--- src/verilog/pmc_pkg.sv ---
// package: register map, field layout and bus types for the pm capability block
`default_nettype none
package pmc_pkg;
  // configuration offsets (byte addresses of the printed registers)
  localparam logic [7:0] CAP_ID_OFF     = 8'h50;
  localparam logic [7:0] NEXT_LINK_OFF  = 8'h51;
  localparam logic [7:0] CAPS_WORD_OFF  = 8'h52;
  // word holding the three registers above
  localparam logic [7:0] PM_WORD_ADDR   = 8'h50;
  // own registers: bridge control tail, global control mirrors and serr status
  localparam logic [7:0] BRIDGE_CTL_ADDR = 8'h60;
  localparam logic [7:0] GLOBAL_CTL_ADDR = 8'h64;
  localparam logic [7:0] STATUS_ADDR     = 8'h68;
  // fixed values
  localparam logic [7:0] CAP_ID_VAL     = 8'h01;
  localparam logic [7:0] NEXT_LINK_VAL  = 8'h70;
  localparam logic [2:0] PM_REV_VAL     = 3'h3;
  localparam logic [2:0] STBY_CUR_VAL   = 3'h0;
  // capabilities word field positions
  localparam int WAKE_D3COLD_BIT = 15;
  localparam int WAKE_D3HOT_BIT  = 14;
  localparam int WAKE_D2_BIT     = 13;
  localparam int WAKE_D1_BIT     = 12;
  localparam int WAKE_D0_BIT     = 11;
  localparam int D2_SUPP_BIT     = 10;
  localparam int D1_SUPP_BIT     = 9;
  localparam int STBY_CUR_LSB    = 6;
  localparam int SPEC_INIT_BIT   = 5;
  localparam int RSVD4_BIT       = 4;
  localparam int WAKE_CLK_BIT    = 3;
  localparam int PM_REV_LSB      = 0;
  // bridge control and global control bit positions
  localparam int PARITY_RESP_BIT = 0;
  localparam int SERR_FWD_BIT    = 1;
  localparam int STBY_SUPPLY_BIT = 0;
  localparam int D1_SUPP_CTL_BIT = 1;
  // reset values
  localparam logic [1:0] BRIDGE_CTL_RST = 2'h0;
  localparam logic       STBY_SUPPLY_RST = 1'b0;
  localparam logic       D1_SUPP_RST     = 1'b0;
  // ahb-lite transfer type
  localparam logic [1:0] HTRANS_NONSEQ = 2'h2;

  typedef struct packed {
    logic       sel;
    logic [7:0] addr;
    logic       write;
    logic       valid;
  } pmc_req_t;

  typedef struct packed {
    logic standby_supply_present;
    logic d1_supported;
  } pmc_global_t;
endpackage
`default_nettype wire

--- src/verilog/pmc_regs.sv ---
// power-management capability registers and bridge control tail, ahb-lite
// What this block does
// - forward secondary system error only when both enables are set
// - parity response enable is a plain read/write bit with no effect
// - byte at 50h reads 01h, the power-management capability id
// - byte at 51h reads 70h, linking to the next capability
// - wake state mask bits 15:11 read y11x1
// - bit 15 follows the standby supply present control bit
// - bit 9 and mask D1 bit follow the Low_power_state1_supported control bit
// - bit 10 reads constant 1, D2 supported
// - bits 8:6 read zero, no standby current
// - bit 5 reads 0, no special initialisation
// - reserved bit 4 reads zero
// - bit 3 reads 0, no bus clock needed for wake
// - bits 2:0 read 011
`default_nettype none
module pmc_regs (
  // clock and reset
  input  wire logic        clk,
  input  wire logic        rst_n,
  // ahb-lite slave
  input  wire logic        hsel,
  input  wire logic [7:0]  haddr,
  input  wire logic [1:0]  htrans,
  input  wire logic        hwrite,
  input  wire logic [2:0]  hsize,
  input  wire logic [31:0] hwdata,
  input  wire logic        hready,
  output logic [31:0]      hrdata,
  output logic             hreadyout,
  output logic             hresp,
  // system error path
  input  wire logic        cmd_serr_enable,
  input  wire logic        secondary_serr,
  output logic             upstream_serr,
  // control outputs
  output logic             parity_response_enable
);
  pmc_pkg::pmc_req_t   req_q;
  pmc_pkg::pmc_global_t glb;
  logic [15:0]         caps;
  logic                serr_fwd_q;
  logic                system_error_forward_enable;
  logic                we_bridge;
  logic                we_global;
  logic [31:0]         rdata_d;
  logic [31:0]         hrdata_q;
  logic                serr_out_q;
  logic                rd_phase;
  logic                pm_read;

  // address phase capture
  always_ff @(posedge clk) begin
    if (!rst_n) begin
      req_q <= '0;
    end else if (hready) begin
      req_q.valid <= hsel && (htrans == pmc_pkg::HTRANS_NONSEQ);
      req_q.sel   <= hsel;
      req_q.addr  <= {haddr[7:2], 2'b00};
      req_q.write <= hwrite;
    end else begin
      req_q.valid <= 1'b0;
    end
  end

  // writes only land in own registers
  assign we_bridge = req_q.valid && req_q.write
                     && (req_q.addr == pmc_pkg::BRIDGE_CTL_ADDR);
  assign we_global = req_q.valid && req_q.write
                     && (req_q.addr == pmc_pkg::GLOBAL_CTL_ADDR);

  pmc_ctl_bit #(.RST_VAL(pmc_pkg::BRIDGE_CTL_RST[pmc_pkg::PARITY_RESP_BIT]))
    u_parity (
    .clk  (clk),
    .rst_n(rst_n),
    .we   (we_bridge),
    .wdata(hwdata[pmc_pkg::PARITY_RESP_BIT]),
    .q    (parity_response_enable)
  );

  pmc_ctl_bit #(.RST_VAL(pmc_pkg::BRIDGE_CTL_RST[pmc_pkg::SERR_FWD_BIT]))
    u_serr (
    .clk  (clk),
    .rst_n(rst_n),
    .we   (we_bridge),
    .wdata(hwdata[pmc_pkg::SERR_FWD_BIT]),
    .q    (serr_fwd_q)
  );
  assign system_error_forward_enable = serr_fwd_q;

  pmc_ctl_bit #(.RST_VAL(pmc_pkg::STBY_SUPPLY_RST)) u_stby (
    .clk  (clk),
    .rst_n(rst_n),
    .we   (we_global),
    .wdata(hwdata[pmc_pkg::STBY_SUPPLY_BIT]),
    .q    (glb.standby_supply_present)
  );

  // low_power_state1_supported mirror, reset follows its default
  pmc_ctl_bit #(.RST_VAL(pmc_pkg::D1_SUPP_RST)) u_d1 (
    .clk  (clk),
    .rst_n(rst_n),
    .we   (we_global),
    .wdata(hwdata[pmc_pkg::D1_SUPP_CTL_BIT]),
    .q    (glb.d1_supported)
  );

  pmc_caps_word u_caps (
    .glb (glb),
    .caps(caps)
  );

  always_ff @(posedge clk) begin
    if (!rst_n) begin
      serr_out_q <= 1'b0;
    end else begin
      serr_out_q <= system_error_forward_enable && cmd_serr_enable
                    && secondary_serr;
    end
  end
  assign upstream_serr = serr_out_q;

  // read mux, decoded from the address phase
  always_comb begin
    rdata_d = 32'h0000_0000;
    unique case ({haddr[7:2], 2'b00})
      pmc_pkg::PM_WORD_ADDR: begin
        rdata_d = {caps, pmc_pkg::NEXT_LINK_VAL, pmc_pkg::CAP_ID_VAL};
      end
      pmc_pkg::BRIDGE_CTL_ADDR: begin
        rdata_d[pmc_pkg::PARITY_RESP_BIT] = parity_response_enable;
        rdata_d[pmc_pkg::SERR_FWD_BIT]    = serr_fwd_q;
      end
      pmc_pkg::GLOBAL_CTL_ADDR: begin
        rdata_d[pmc_pkg::STBY_SUPPLY_BIT] = glb.standby_supply_present;
        rdata_d[pmc_pkg::D1_SUPP_CTL_BIT] = glb.d1_supported;
      end
      pmc_pkg::STATUS_ADDR: begin
        rdata_d[0] = serr_out_q;
      end
      default: begin
        rdata_d = 32'h0000_0000;
      end
    endcase
  end

  // read address phase; idle slots leave hrdata alone
  assign rd_phase = hready && hsel && !hwrite
                    && (htrans == pmc_pkg::HTRANS_NONSEQ);
  assign pm_read  = rd_phase
                    && ({haddr[7:2], 2'b00} == pmc_pkg::PM_WORD_ADDR);

  always_ff @(posedge clk) begin
    if (!rst_n) begin
      hrdata_q <= 32'h0000_0000;
    end else if (rd_phase) begin
      hrdata_q <= rdata_d;
    end
  end

  assign hrdata    = hrdata_q;
  assign hreadyout = 1'b1;
  assign hresp     = 1'b0;

  // checks
  property p_serr_fwd;
    @(posedge clk) disable iff (!rst_n)
    (system_error_forward_enable && cmd_serr_enable && secondary_serr)
      |=> upstream_serr;
  endproperty
  a_serr_fwd: assert property (p_serr_fwd)
    else $error("serr not forwarded");

  property p_serr_block;
    @(posedge clk) disable iff (!rst_n)
    !$past(system_error_forward_enable) |-> !upstream_serr;
  endproperty
  a_serr_block: assert property (p_serr_block)
    else $error("serr forwarded while disabled");

  property p_parity_hold;
    @(posedge clk) disable iff (!rst_n)
    we_bridge |=> parity_response_enable
                  == $past(hwdata[pmc_pkg::PARITY_RESP_BIT]);
  endproperty
  a_parity_hold: assert property (p_parity_hold)
    else $error("parity bit not stored");

  property p_id_bytes;
    @(posedge clk) disable iff (!rst_n)
    pm_read |=> (hrdata[15:0] == 16'h7001);
  endproperty
  a_id_bytes: assert property (p_id_bytes)
    else $error("capability id or link wrong");

  property p_wake_mask;
    @(posedge clk) disable iff (!rst_n)
    caps[14:13] == 2'b11 && caps[11] && caps[12] == glb.d1_supported;
  endproperty
  a_wake_mask: assert property (p_wake_mask)
    else $error("wake mask pattern wrong");

  property p_d3cold;
    @(posedge clk) disable iff (!rst_n)
    we_global |=> caps[15] == $past(hwdata[pmc_pkg::STBY_SUPPLY_BIT]);
  endproperty
  a_d3cold: assert property (p_d3cold)
    else $error("d3cold bit does not follow standby supply");

  property p_d1;
    @(posedge clk) disable iff (!rst_n)
    we_global |=> caps[9] == $past(hwdata[pmc_pkg::D1_SUPP_CTL_BIT]);
  endproperty
  a_d1: assert property (p_d1)
    else $error("low_power_state1_supported bit does not follow control");

  property p_low_fields;
    @(posedge clk) disable iff (!rst_n)
    caps[10] && caps[8:0] == 9'h003;
  endproperty
  a_low_fields: assert property (p_low_fields)
    else $error("fixed capability bits wrong");

  property p_ro_write;
    @(posedge clk) disable iff (!rst_n)
    (req_q.valid && req_q.write && req_q.addr == pmc_pkg::PM_WORD_ADDR)
      |=> $stable(caps);
  endproperty
  a_ro_write: assert property (p_ro_write)
    else $error("read-only word changed by write");

  // bus-level checks: fields as software reads them, plus reset values of the global mirrors
  property p_next_link;
    @(posedge clk) disable iff (!rst_n)
    pm_read |=> hrdata[15:8] == 8'h70;
  endproperty
  a_next_link: assert property (p_next_link)
    else $error("next capability link wrong");

  property p_rd_wake_fixed;
    @(posedge clk) disable iff (!rst_n)
    pm_read |=> hrdata[30:29] == 2'b11 && hrdata[27];
  endproperty
  a_rd_wake_fixed: assert property (p_rd_wake_fixed)
    else $error("wake mask fixed ones not read back");

  property p_rd_d3cold;
    @(posedge clk) disable iff (!rst_n)
    pm_read |=> hrdata[31] == $past(glb.standby_supply_present);
  endproperty
  a_rd_d3cold: assert property (p_rd_d3cold)
    else $error("d3cold bit read back wrong");

  property p_rd_d1;
    @(posedge clk) disable iff (!rst_n)
    pm_read |=> hrdata[28] == $past(glb.d1_supported)
                && hrdata[25] == $past(glb.d1_supported);
  endproperty
  a_rd_d1: assert property (p_rd_d1)
    else $error("d1 bits read back wrong");

  property p_rd_d2;
    @(posedge clk) disable iff (!rst_n)
    pm_read |=> hrdata[26];
  endproperty
  a_rd_d2: assert property (p_rd_d2)
    else $error("low_power_state2_supported bit not set");

  property p_rd_stby_cur;
    @(posedge clk) disable iff (!rst_n)
    pm_read |=> hrdata[24:22] == 3'b000;
  endproperty
  a_rd_stby_cur: assert property (p_rd_stby_cur)
    else $error("standby current field not zero");

  property p_rd_spec_init;
    @(posedge clk) disable iff (!rst_n)
    pm_read |=> !hrdata[21];
  endproperty
  a_rd_spec_init: assert property (p_rd_spec_init)
    else $error("special init bit set");

  property p_rd_rsvd4;
    @(posedge clk) disable iff (!rst_n)
    pm_read |=> !hrdata[20];
  endproperty
  a_rd_rsvd4: assert property (p_rd_rsvd4)
    else $error("reserved bit 4 set");

  property p_rd_wake_clk;
    @(posedge clk) disable iff (!rst_n)
    pm_read |=> !hrdata[19];
  endproperty
  a_rd_wake_clk: assert property (p_rd_wake_clk)
    else $error("wake clock bit set");

  property p_rd_rev;
    @(posedge clk) disable iff (!rst_n)
    pm_read |=> hrdata[18:16] == 3'b011;
  endproperty
  a_rd_rev: assert property (p_rd_rev)
    else $error("revision field wrong");

  property p_d1_rst;
    @(posedge clk)
    !rst_n |=> glb.d1_supported == pmc_pkg::D1_SUPP_RST;
  endproperty
  a_d1_rst: assert property (p_d1_rst)
    else $error("low_power_state1_supported reset value wrong");

  property p_stby_rst;
    @(posedge clk)
    !rst_n |=> glb.standby_supply_present == pmc_pkg::STBY_SUPPLY_RST;
  endproperty
  a_stby_rst: assert property (p_stby_rst)
    else $error("standby supply reset value wrong");

  property p_rd_bridge;
    @(posedge clk) disable iff (!rst_n)
    (rd_phase
     && ({haddr[7:2], 2'b00} == pmc_pkg::BRIDGE_CTL_ADDR))
      |=> hrdata[0] == $past(parity_response_enable)
          && hrdata[1] == $past(serr_fwd_q);
  endproperty
  a_rd_bridge: assert property (p_rd_bridge)
    else $error("bridge control read back wrong");

  property p_hrdata_hold;
    @(posedge clk) disable iff (!rst_n)
    !rd_phase |=> $stable(hrdata);
  endproperty
  a_hrdata_hold: assert property (p_hrdata_hold)
    else $error("read data changed without a read");
endmodule
`default_nettype wire

--- src/verilog/pmc_ctl_bit.sv ---
// one software-writable control bit with reset value
`default_nettype none
module pmc_ctl_bit #(
  parameter logic RST_VAL = 1'b0
) (
  // clock and reset
  input  wire logic clk,
  input  wire logic rst_n,
  // write port
  input  wire logic we,
  input  wire logic wdata,
  // stored value
  output logic      q
);
  always_ff @(posedge clk) begin
    if (!rst_n) begin
      q <= RST_VAL;
    end else if (we) begin
      q <= wdata;
    end
  end
endmodule
`default_nettype wire

--- src/verilog/pmc_caps_word.sv ---
// builds the read-only power-management capabilities word
`default_nettype none
module pmc_caps_word (
  // mirrored global control bits
  input  wire pmc_pkg::pmc_global_t glb,
  // assembled word
  output logic [15:0]               caps
);
  always_comb begin
    caps = 16'h0000;
    caps[pmc_pkg::WAKE_D3COLD_BIT] = glb.standby_supply_present;
    caps[pmc_pkg::WAKE_D3HOT_BIT]  = 1'b1;
    caps[pmc_pkg::WAKE_D2_BIT]     = 1'b1;
    caps[pmc_pkg::WAKE_D1_BIT]     = glb.d1_supported;
    caps[pmc_pkg::WAKE_D0_BIT]     = 1'b1;
    caps[pmc_pkg::D2_SUPP_BIT]     = 1'b1;
    caps[pmc_pkg::D1_SUPP_BIT]     = glb.d1_supported;
    caps[pmc_pkg::STBY_CUR_LSB +: 3] = pmc_pkg::STBY_CUR_VAL;
    caps[pmc_pkg::SPEC_INIT_BIT]   = 1'b0;
    caps[pmc_pkg::RSVD4_BIT]       = 1'b0;
    caps[pmc_pkg::WAKE_CLK_BIT]    = 1'b0;
    caps[pmc_pkg::PM_REV_LSB +: 3] = pmc_pkg::PM_REV_VAL;
  end
endmodule
`default_nettype wire

--- config.mk ---
export PLATFORM = sky130hd
export DESIGN_NAME = pmc_regs
export DESIGN_NICKNAME = d
export VERILOG_FILES = /design/src/verilog/pmc_pkg.sv /design/src/verilog/pmc_regs.sv /design/src/verilog/pmc_ctl_bit.sv /design/src/verilog/pmc_caps_word.sv
export SDC_FILE = /design/constraint.sdc
export NUM_CORES = 1
export LEC_CHECK = 0
export BUFFER_PORTS_ARGS = -buffer_cell sky130_fd_sc_hd__buf_2
export CORE_MARGIN = 1.5
export CORE_UTILIZATION = 35
export DETAILED_ROUTE_END_ITERATION = 6
export GPL_TIMING_DRIVEN = 1
export MAX_ROUTING_LAYER = met4
export PLACE_DENSITY_LB_ADDON = 0.08
export SETUP_SLACK_MARGIN = 0.5
export SLEW_MARGIN = 10
export SYNTH_ARGS = -nofsm -noshare
export SYNTH_HDL_FRONTEND = slang
export SYNTH_SLANG_ARGS = --single-unit
--- constraint.sdc ---
create_clock -name clk -period 1.4 [get_ports clk]
set_input_delay 0.28 -clock clk [delete_from_list [all_inputs] [get_ports clk]]
set_output_delay 0.28 -clock clk [all_outputs]
set_load 0.01 [all_outputs]
== Yosys cells after proc, flatten, opt, wreduce, memory -nomap -nowiden ==
Index checks and enable logic that the tools add are counted.

* Register bits after elaboration: 45
* Bits of input ports: 52
* Logic and storage cells: 30

* Equal/unequal tests: 7
* Multiplexer cells: 3
* Reduce and logical (&&, ||, !) cells: 11

{| class="wikitable"
|+ Operators by type and width
! operator !! number
|-
| $eq A6 B5 Y1 const B || 6
|-
| $mux W30 || 1
|-
| $logic_and A1 B1 Y1 || 9
|-
| $pmux W1 S4 || 1
|-
| $eq A2 B2 Y1 const B || 1
|-
| $pmux W1 S2 || 1
|-
| $reduce_and A2 Y1 || 1
|-
| $logic_not A1 Y1 || 1
|}

== Logic depth before layout (Yosys ltp) ==
* Depth after elaboration: 3
* Gate-level depth with buffers: 5

== Hierarchy ==
From an unflattened synthesis, not the netlist that was laid out.

* Cells, all modules: 139
* Area total of the unflattened synthesis: 1447.6 um^2

{| class="wikitable"
|+ Modules (own cells, without submodules)
! module !! times used !! cells each !! area an instance (um^2) !! sequential area each (um^2)
|-
| pmc_regs || 1 || 109 || 1174.9 || 560.5
|-
| pmc_ctl_bit || 4 || 3 || 36.3 || 20.0
|-
| pmc_caps_word || 1 || 18 || 127.6 || 0.0
|}

== Worst setup path before layout ==
No wires, ideal clock.

* Kind: input -> register
* Start point: input hready
* End point: register hrdata_q[28], in the netlist hrdata[28]
* Library setup time: 128 ps
* Arrival time: 1073 ps
* Required time: 1272 ps
* Path slack: 199 ps
* Stages: 5
* Buffers on the path: 1
* Cell sequence: buf_4 nand4b_4 or2_1 a22oi_1 nor2_1

* Cells in the longest elaborated chain, start to end: 3

{| class="wikitable"
|+ RTL lines
! what !! RTL line !! source
|-
| start, declared || pmc_regs.sv:28 || <nowiki>input wire logic hready,</nowiki>
|-
| $logic_and A1 B1 Y1 (2 in a row) || pmc_regs.sv:148 || <nowiki>assign rd_phase = hready && hsel && !hwrite</nowiki>
|-
| $logic_and A1 B1 Y1 || pmc_regs.sv:149 || <nowiki>&& (htrans == pmc_pkg::HTRANS_NONSEQ);</nowiki>
|-
| end signal, assigned || pmc_regs.sv:157 || <nowiki>hrdata_q <= rdata_d;</nowiki>
|-
| end, declared || pmc_regs.sv:47 || <nowiki>logic [31:0] hrdata_q;</nowiki>
|}

Every way passes these cells.
A chain may end at the register's enable or synchronous reset.

== Worst setup path in the final report ==
* Start point: register req_q[5] in the netlist's numbering
* End point: register u_serr.q

* Cells in the longest elaborated chain, start to end: 2

{| class="wikitable"
|+ RTL lines
! what !! RTL line !! source
|-
| start, declared || pmc_regs.sv:39 || <nowiki>pmc_pkg::pmc_req_t req_q;</nowiki>
|-
| $eq A6 B5 Y1 || pmc_regs.sv:68 || <nowiki>&& (req_q.addr == pmc_pkg::BRIDGE_CTL_ADDR);</nowiki>
|-
| $logic_and A1 B1 Y1 || pmc_regs.sv:68 ||
|-
| end signal, assigned || pmc_ctl_bit.sv:19 || <nowiki>q <= wdata;</nowiki>
|-
| end, declared || pmc_ctl_bit.sv:13 || <nowiki>output logic q</nowiki>
|}

Every way passes these cells.

==> impl_metrics.env <==
export IMPL_nets=186
export IMPL_yosysWarnings=0
export IMPL_leakage_nw=0.572
export IMPL_h_tree_depth=1
export IMPL_avgSynthCellArea_um2=9.20
export IMPL_preCtsSetupSlack_ps=43.6
export IMPL_clock_sinks=18
export IMPL_synth_edf_count=0
export IMPL_power_density_mw_per_mm2=820
export IMPL_place_gp_congestion=0.710
export IMPL_cpMaxStageDelayCell="dfxtp_2"
export IMPL_ys_dominant_reg_cell="dfxtp_1"
export IMPL_antenna_found_initial=0
export IMPL_grtUsageMet3_pct=2.53
export IMPL_cpPeakStageDelay_ps=350
export IMPL_final_cells=164
export IMPL_netlist_instances=108
export IMPL_holdBufCountCts=0
export IMPL_final_max_slew_viol_count=0
export IMPL_hp_class="in2reg"
export IMPL_finalSetupTns_ps=0
export IMPL_wl_per_cell_um=10.8
export IMPL_synthArstFlopShare_pct=0
export IMPL_antennaDiodeCount=0
export IMPL_die_area_mm2=0.00317
export IMPL_max_vdd_ir_drop_uv=442
export IMPL_dr_total_vias=716
export IMPL_port_buffers=32
export IMPL_start_util_pct=36.3
export IMPL_fin_ws_ps=116
export IMPL_dr_pass1_iters=4
export IMPL_fin_crit_ps=1280
export IMPL_dp_cells=158
export IMPL_grt_total_usage_pct=12.4
export IMPL_cts_tree="done"
export IMPL_path_cells="nor4bb_4 > nand4b_1 > nor2_2 > mux2i_1"
export IMPL_critPathRequiredTime_ps=1630
export IMPL_fin_crit_sh_pct=91.7
export IMPL_yosysTopAreaCellShare_pct=36.3
export IMPL_grt_pass1_vias=690
export IMPL_clk_pin_slew_worst_paths_ps=100
export IMPL_setup_viol=0
export IMPL_start_kind="register"
export IMPL_synth_common_cells="30 x buf_4, 18 x dfxtp_1, 16 x nor2_1, 11 x mux2i_1, 7 x nand2_1"
export IMPL_syn_area_um2=993
export IMPL_drtIter0Drc=8
export IMPL_skew_ps=4.33
export IMPL_yosysSeqAreaShare_pct=36.3
export IMPL_worstSetupEndpointType="register"
export IMPL_crit_arrival_ps=1510
export IMPL_root_buffer="clkbuf_4"
export IMPL_detail_route_antenna_nets=0
export IMPL_vias_per_cell=4.37
export IMPL_wirelength_mm=1.77
export IMPL_overflow=0
export IMPL_finalHoldViolCount=0
export IMPL_chipHeight_um=56.3
export IMPL_yosysTopAreaCell="dfxtp_1"
export IMPL_ys_seq_elements=18
export IMPL_numCtsBuffers=3
export IMPL_total_power_uw=982
export IMPL_syn2layout_area_growth_pct=20.5
export IMPL_fillers=277
export IMPL_core_area_mm2=0.00273
export IMPL_drive_above_1_share_pct=45.1
export IMPL_clk_path_buf_depth=2
export IMPL_gr_max_usage_layer="met2"
export IMPL_pin_count=88
export IMPL_outcome="finished, final reports clean"
export IMPL_grtUsageMet2_pct=20.5
export IMPL_multiInputGateArea_um2=494
export IMPL_crit_fanout=2
export IMPL_globalRouteMet1Util_pct=14.7
export IMPL_clock_latency_ps=290
export IMPL_rsz0062_at_grt="true"
export IMPL_rows=19
export IMPL_grt_first_pass_wirelength_mm=2.96
export IMPL_grt_max_degree=13
export IMPL_dpl_hpwl_mm=1.39
export IMPL_max_freq_mhz=779
export IMPL_timing_hold_ws_ps=235
export IMPL_worst_setup_path_type="reg2reg"
export IMPL_seqCellArea_um2=372
export IMPL_synth_cell_types=24
export IMPL_cp_top_family="simple AND/OR/NAND/NOR gates"
export IMPL_maxCapViolations=0
export IMPL_drcViolationCount=0
export IMPL_fin_util_pct=43.8
export IMPL_synth_most_common_cell="buf_4"
export IMPL_path_buf_inv=0
export IMPL_synth_area_leaders="dfxtp_1 36%, buf_4 23%, mux2i_1 11%"
export IMPL_die_w_um=56.3
export IMPL_place_area_mm2=0.00104
export IMPL_final_area_mm2=0.00120
==> layout by cell type (no fill, tap or decap), types with 2 or more instances in the layout <==
cell type	synthesis	final
nand4b_1	2	2
nor2_1	16	14
nor2_2	0	2
buf_6	0	9
mux2i_1	11	11
conb_1	2	20
a22oi_1	2	2
buf_2	0	22
dfxtp_1	18	9
clkbuf_4	0	3
nand2_1	7	7
or3b_4	1	2
a21oi_1	3	3
dfxtp_2	0	9
buf_4	30	3
==> state kept, by name, indices dropped and copies added (netlist names) <==
name	flops
hrdata	5
upstream_serr	1
u_stby.q	1
u_serr.q	1
req_q	8
u_d1.q	1
u_parity.q	1
==> layout make-up <==
cell class                 instances  area share, %
clock buffer                       4           3.03
multi-input combinational         74           41.3
tap                               31           3.24
inverter                           2          0.627
sequential                        18           31.0
timing repair buffer              35           20.8
==> final timing paths <==
| path | slack [ps] | end | start | cells after the start |
|---|---|---|---|---|
| setup / recovery | 120 | u_serr.q | req_q[5] | 4 |
| hold reg to reg | 480 | hrdata[1] | hrdata[1] | 2 |
| hold / removal | 240 | req_q[7] | haddr[5] | 3 |
| setup reg to reg | 120 | u_serr.q | req_q[5] | 4 |
==> tightest hold or removal path, cell delays in order <==
cell     delay (ps)
buf_6            80
mux2i_1          60
nor2_1           80
==> routing by layer <==
| layer | vias to the layer above | wire [um] |
|---|---|---|
| li1 | 361 | - |
| met1 | 320 | 766 |
| met2 | 31 | 847 |
| met3 | 4 | 127 |
| met4 | 0 | 23 |
| met5 | - | 0 |
==> cells by family (layout without fill, tap and decap cells) <==
logic type      Yosys count  in the layout  synth area share [%]
buf+inv                  34             41                  24.2
mux                      13             13                  13.4
compound gates            7              7                  4.28
other cells               2             20                 0.756
flops                    18             18                  36.3
simple gates             34             34                  21.2
==> report_power, final <==
| part | switching [mW] | internal [mW] | total (mW) |
|---|---|---|---|
| combinational | 0.0690 | 0.0528 | 0.122 |
| clock | 0.167 | 0.158 | 0.326 |
| sequential | 0.00883 | 0.525 | 0.534 |
| total | 0.245 | 0.736 | 0.982 |
==> timing repair <==
item	4_1_cts	5_1_grt
endpoints found under the setup margin	24	25
gates cloned	0	0
pin swaps	9	3
endpoints found under the hold margin	0	0
gates resized for setup	22	3
setup buffers	2	0
Power figures use the tool's default switching activity.
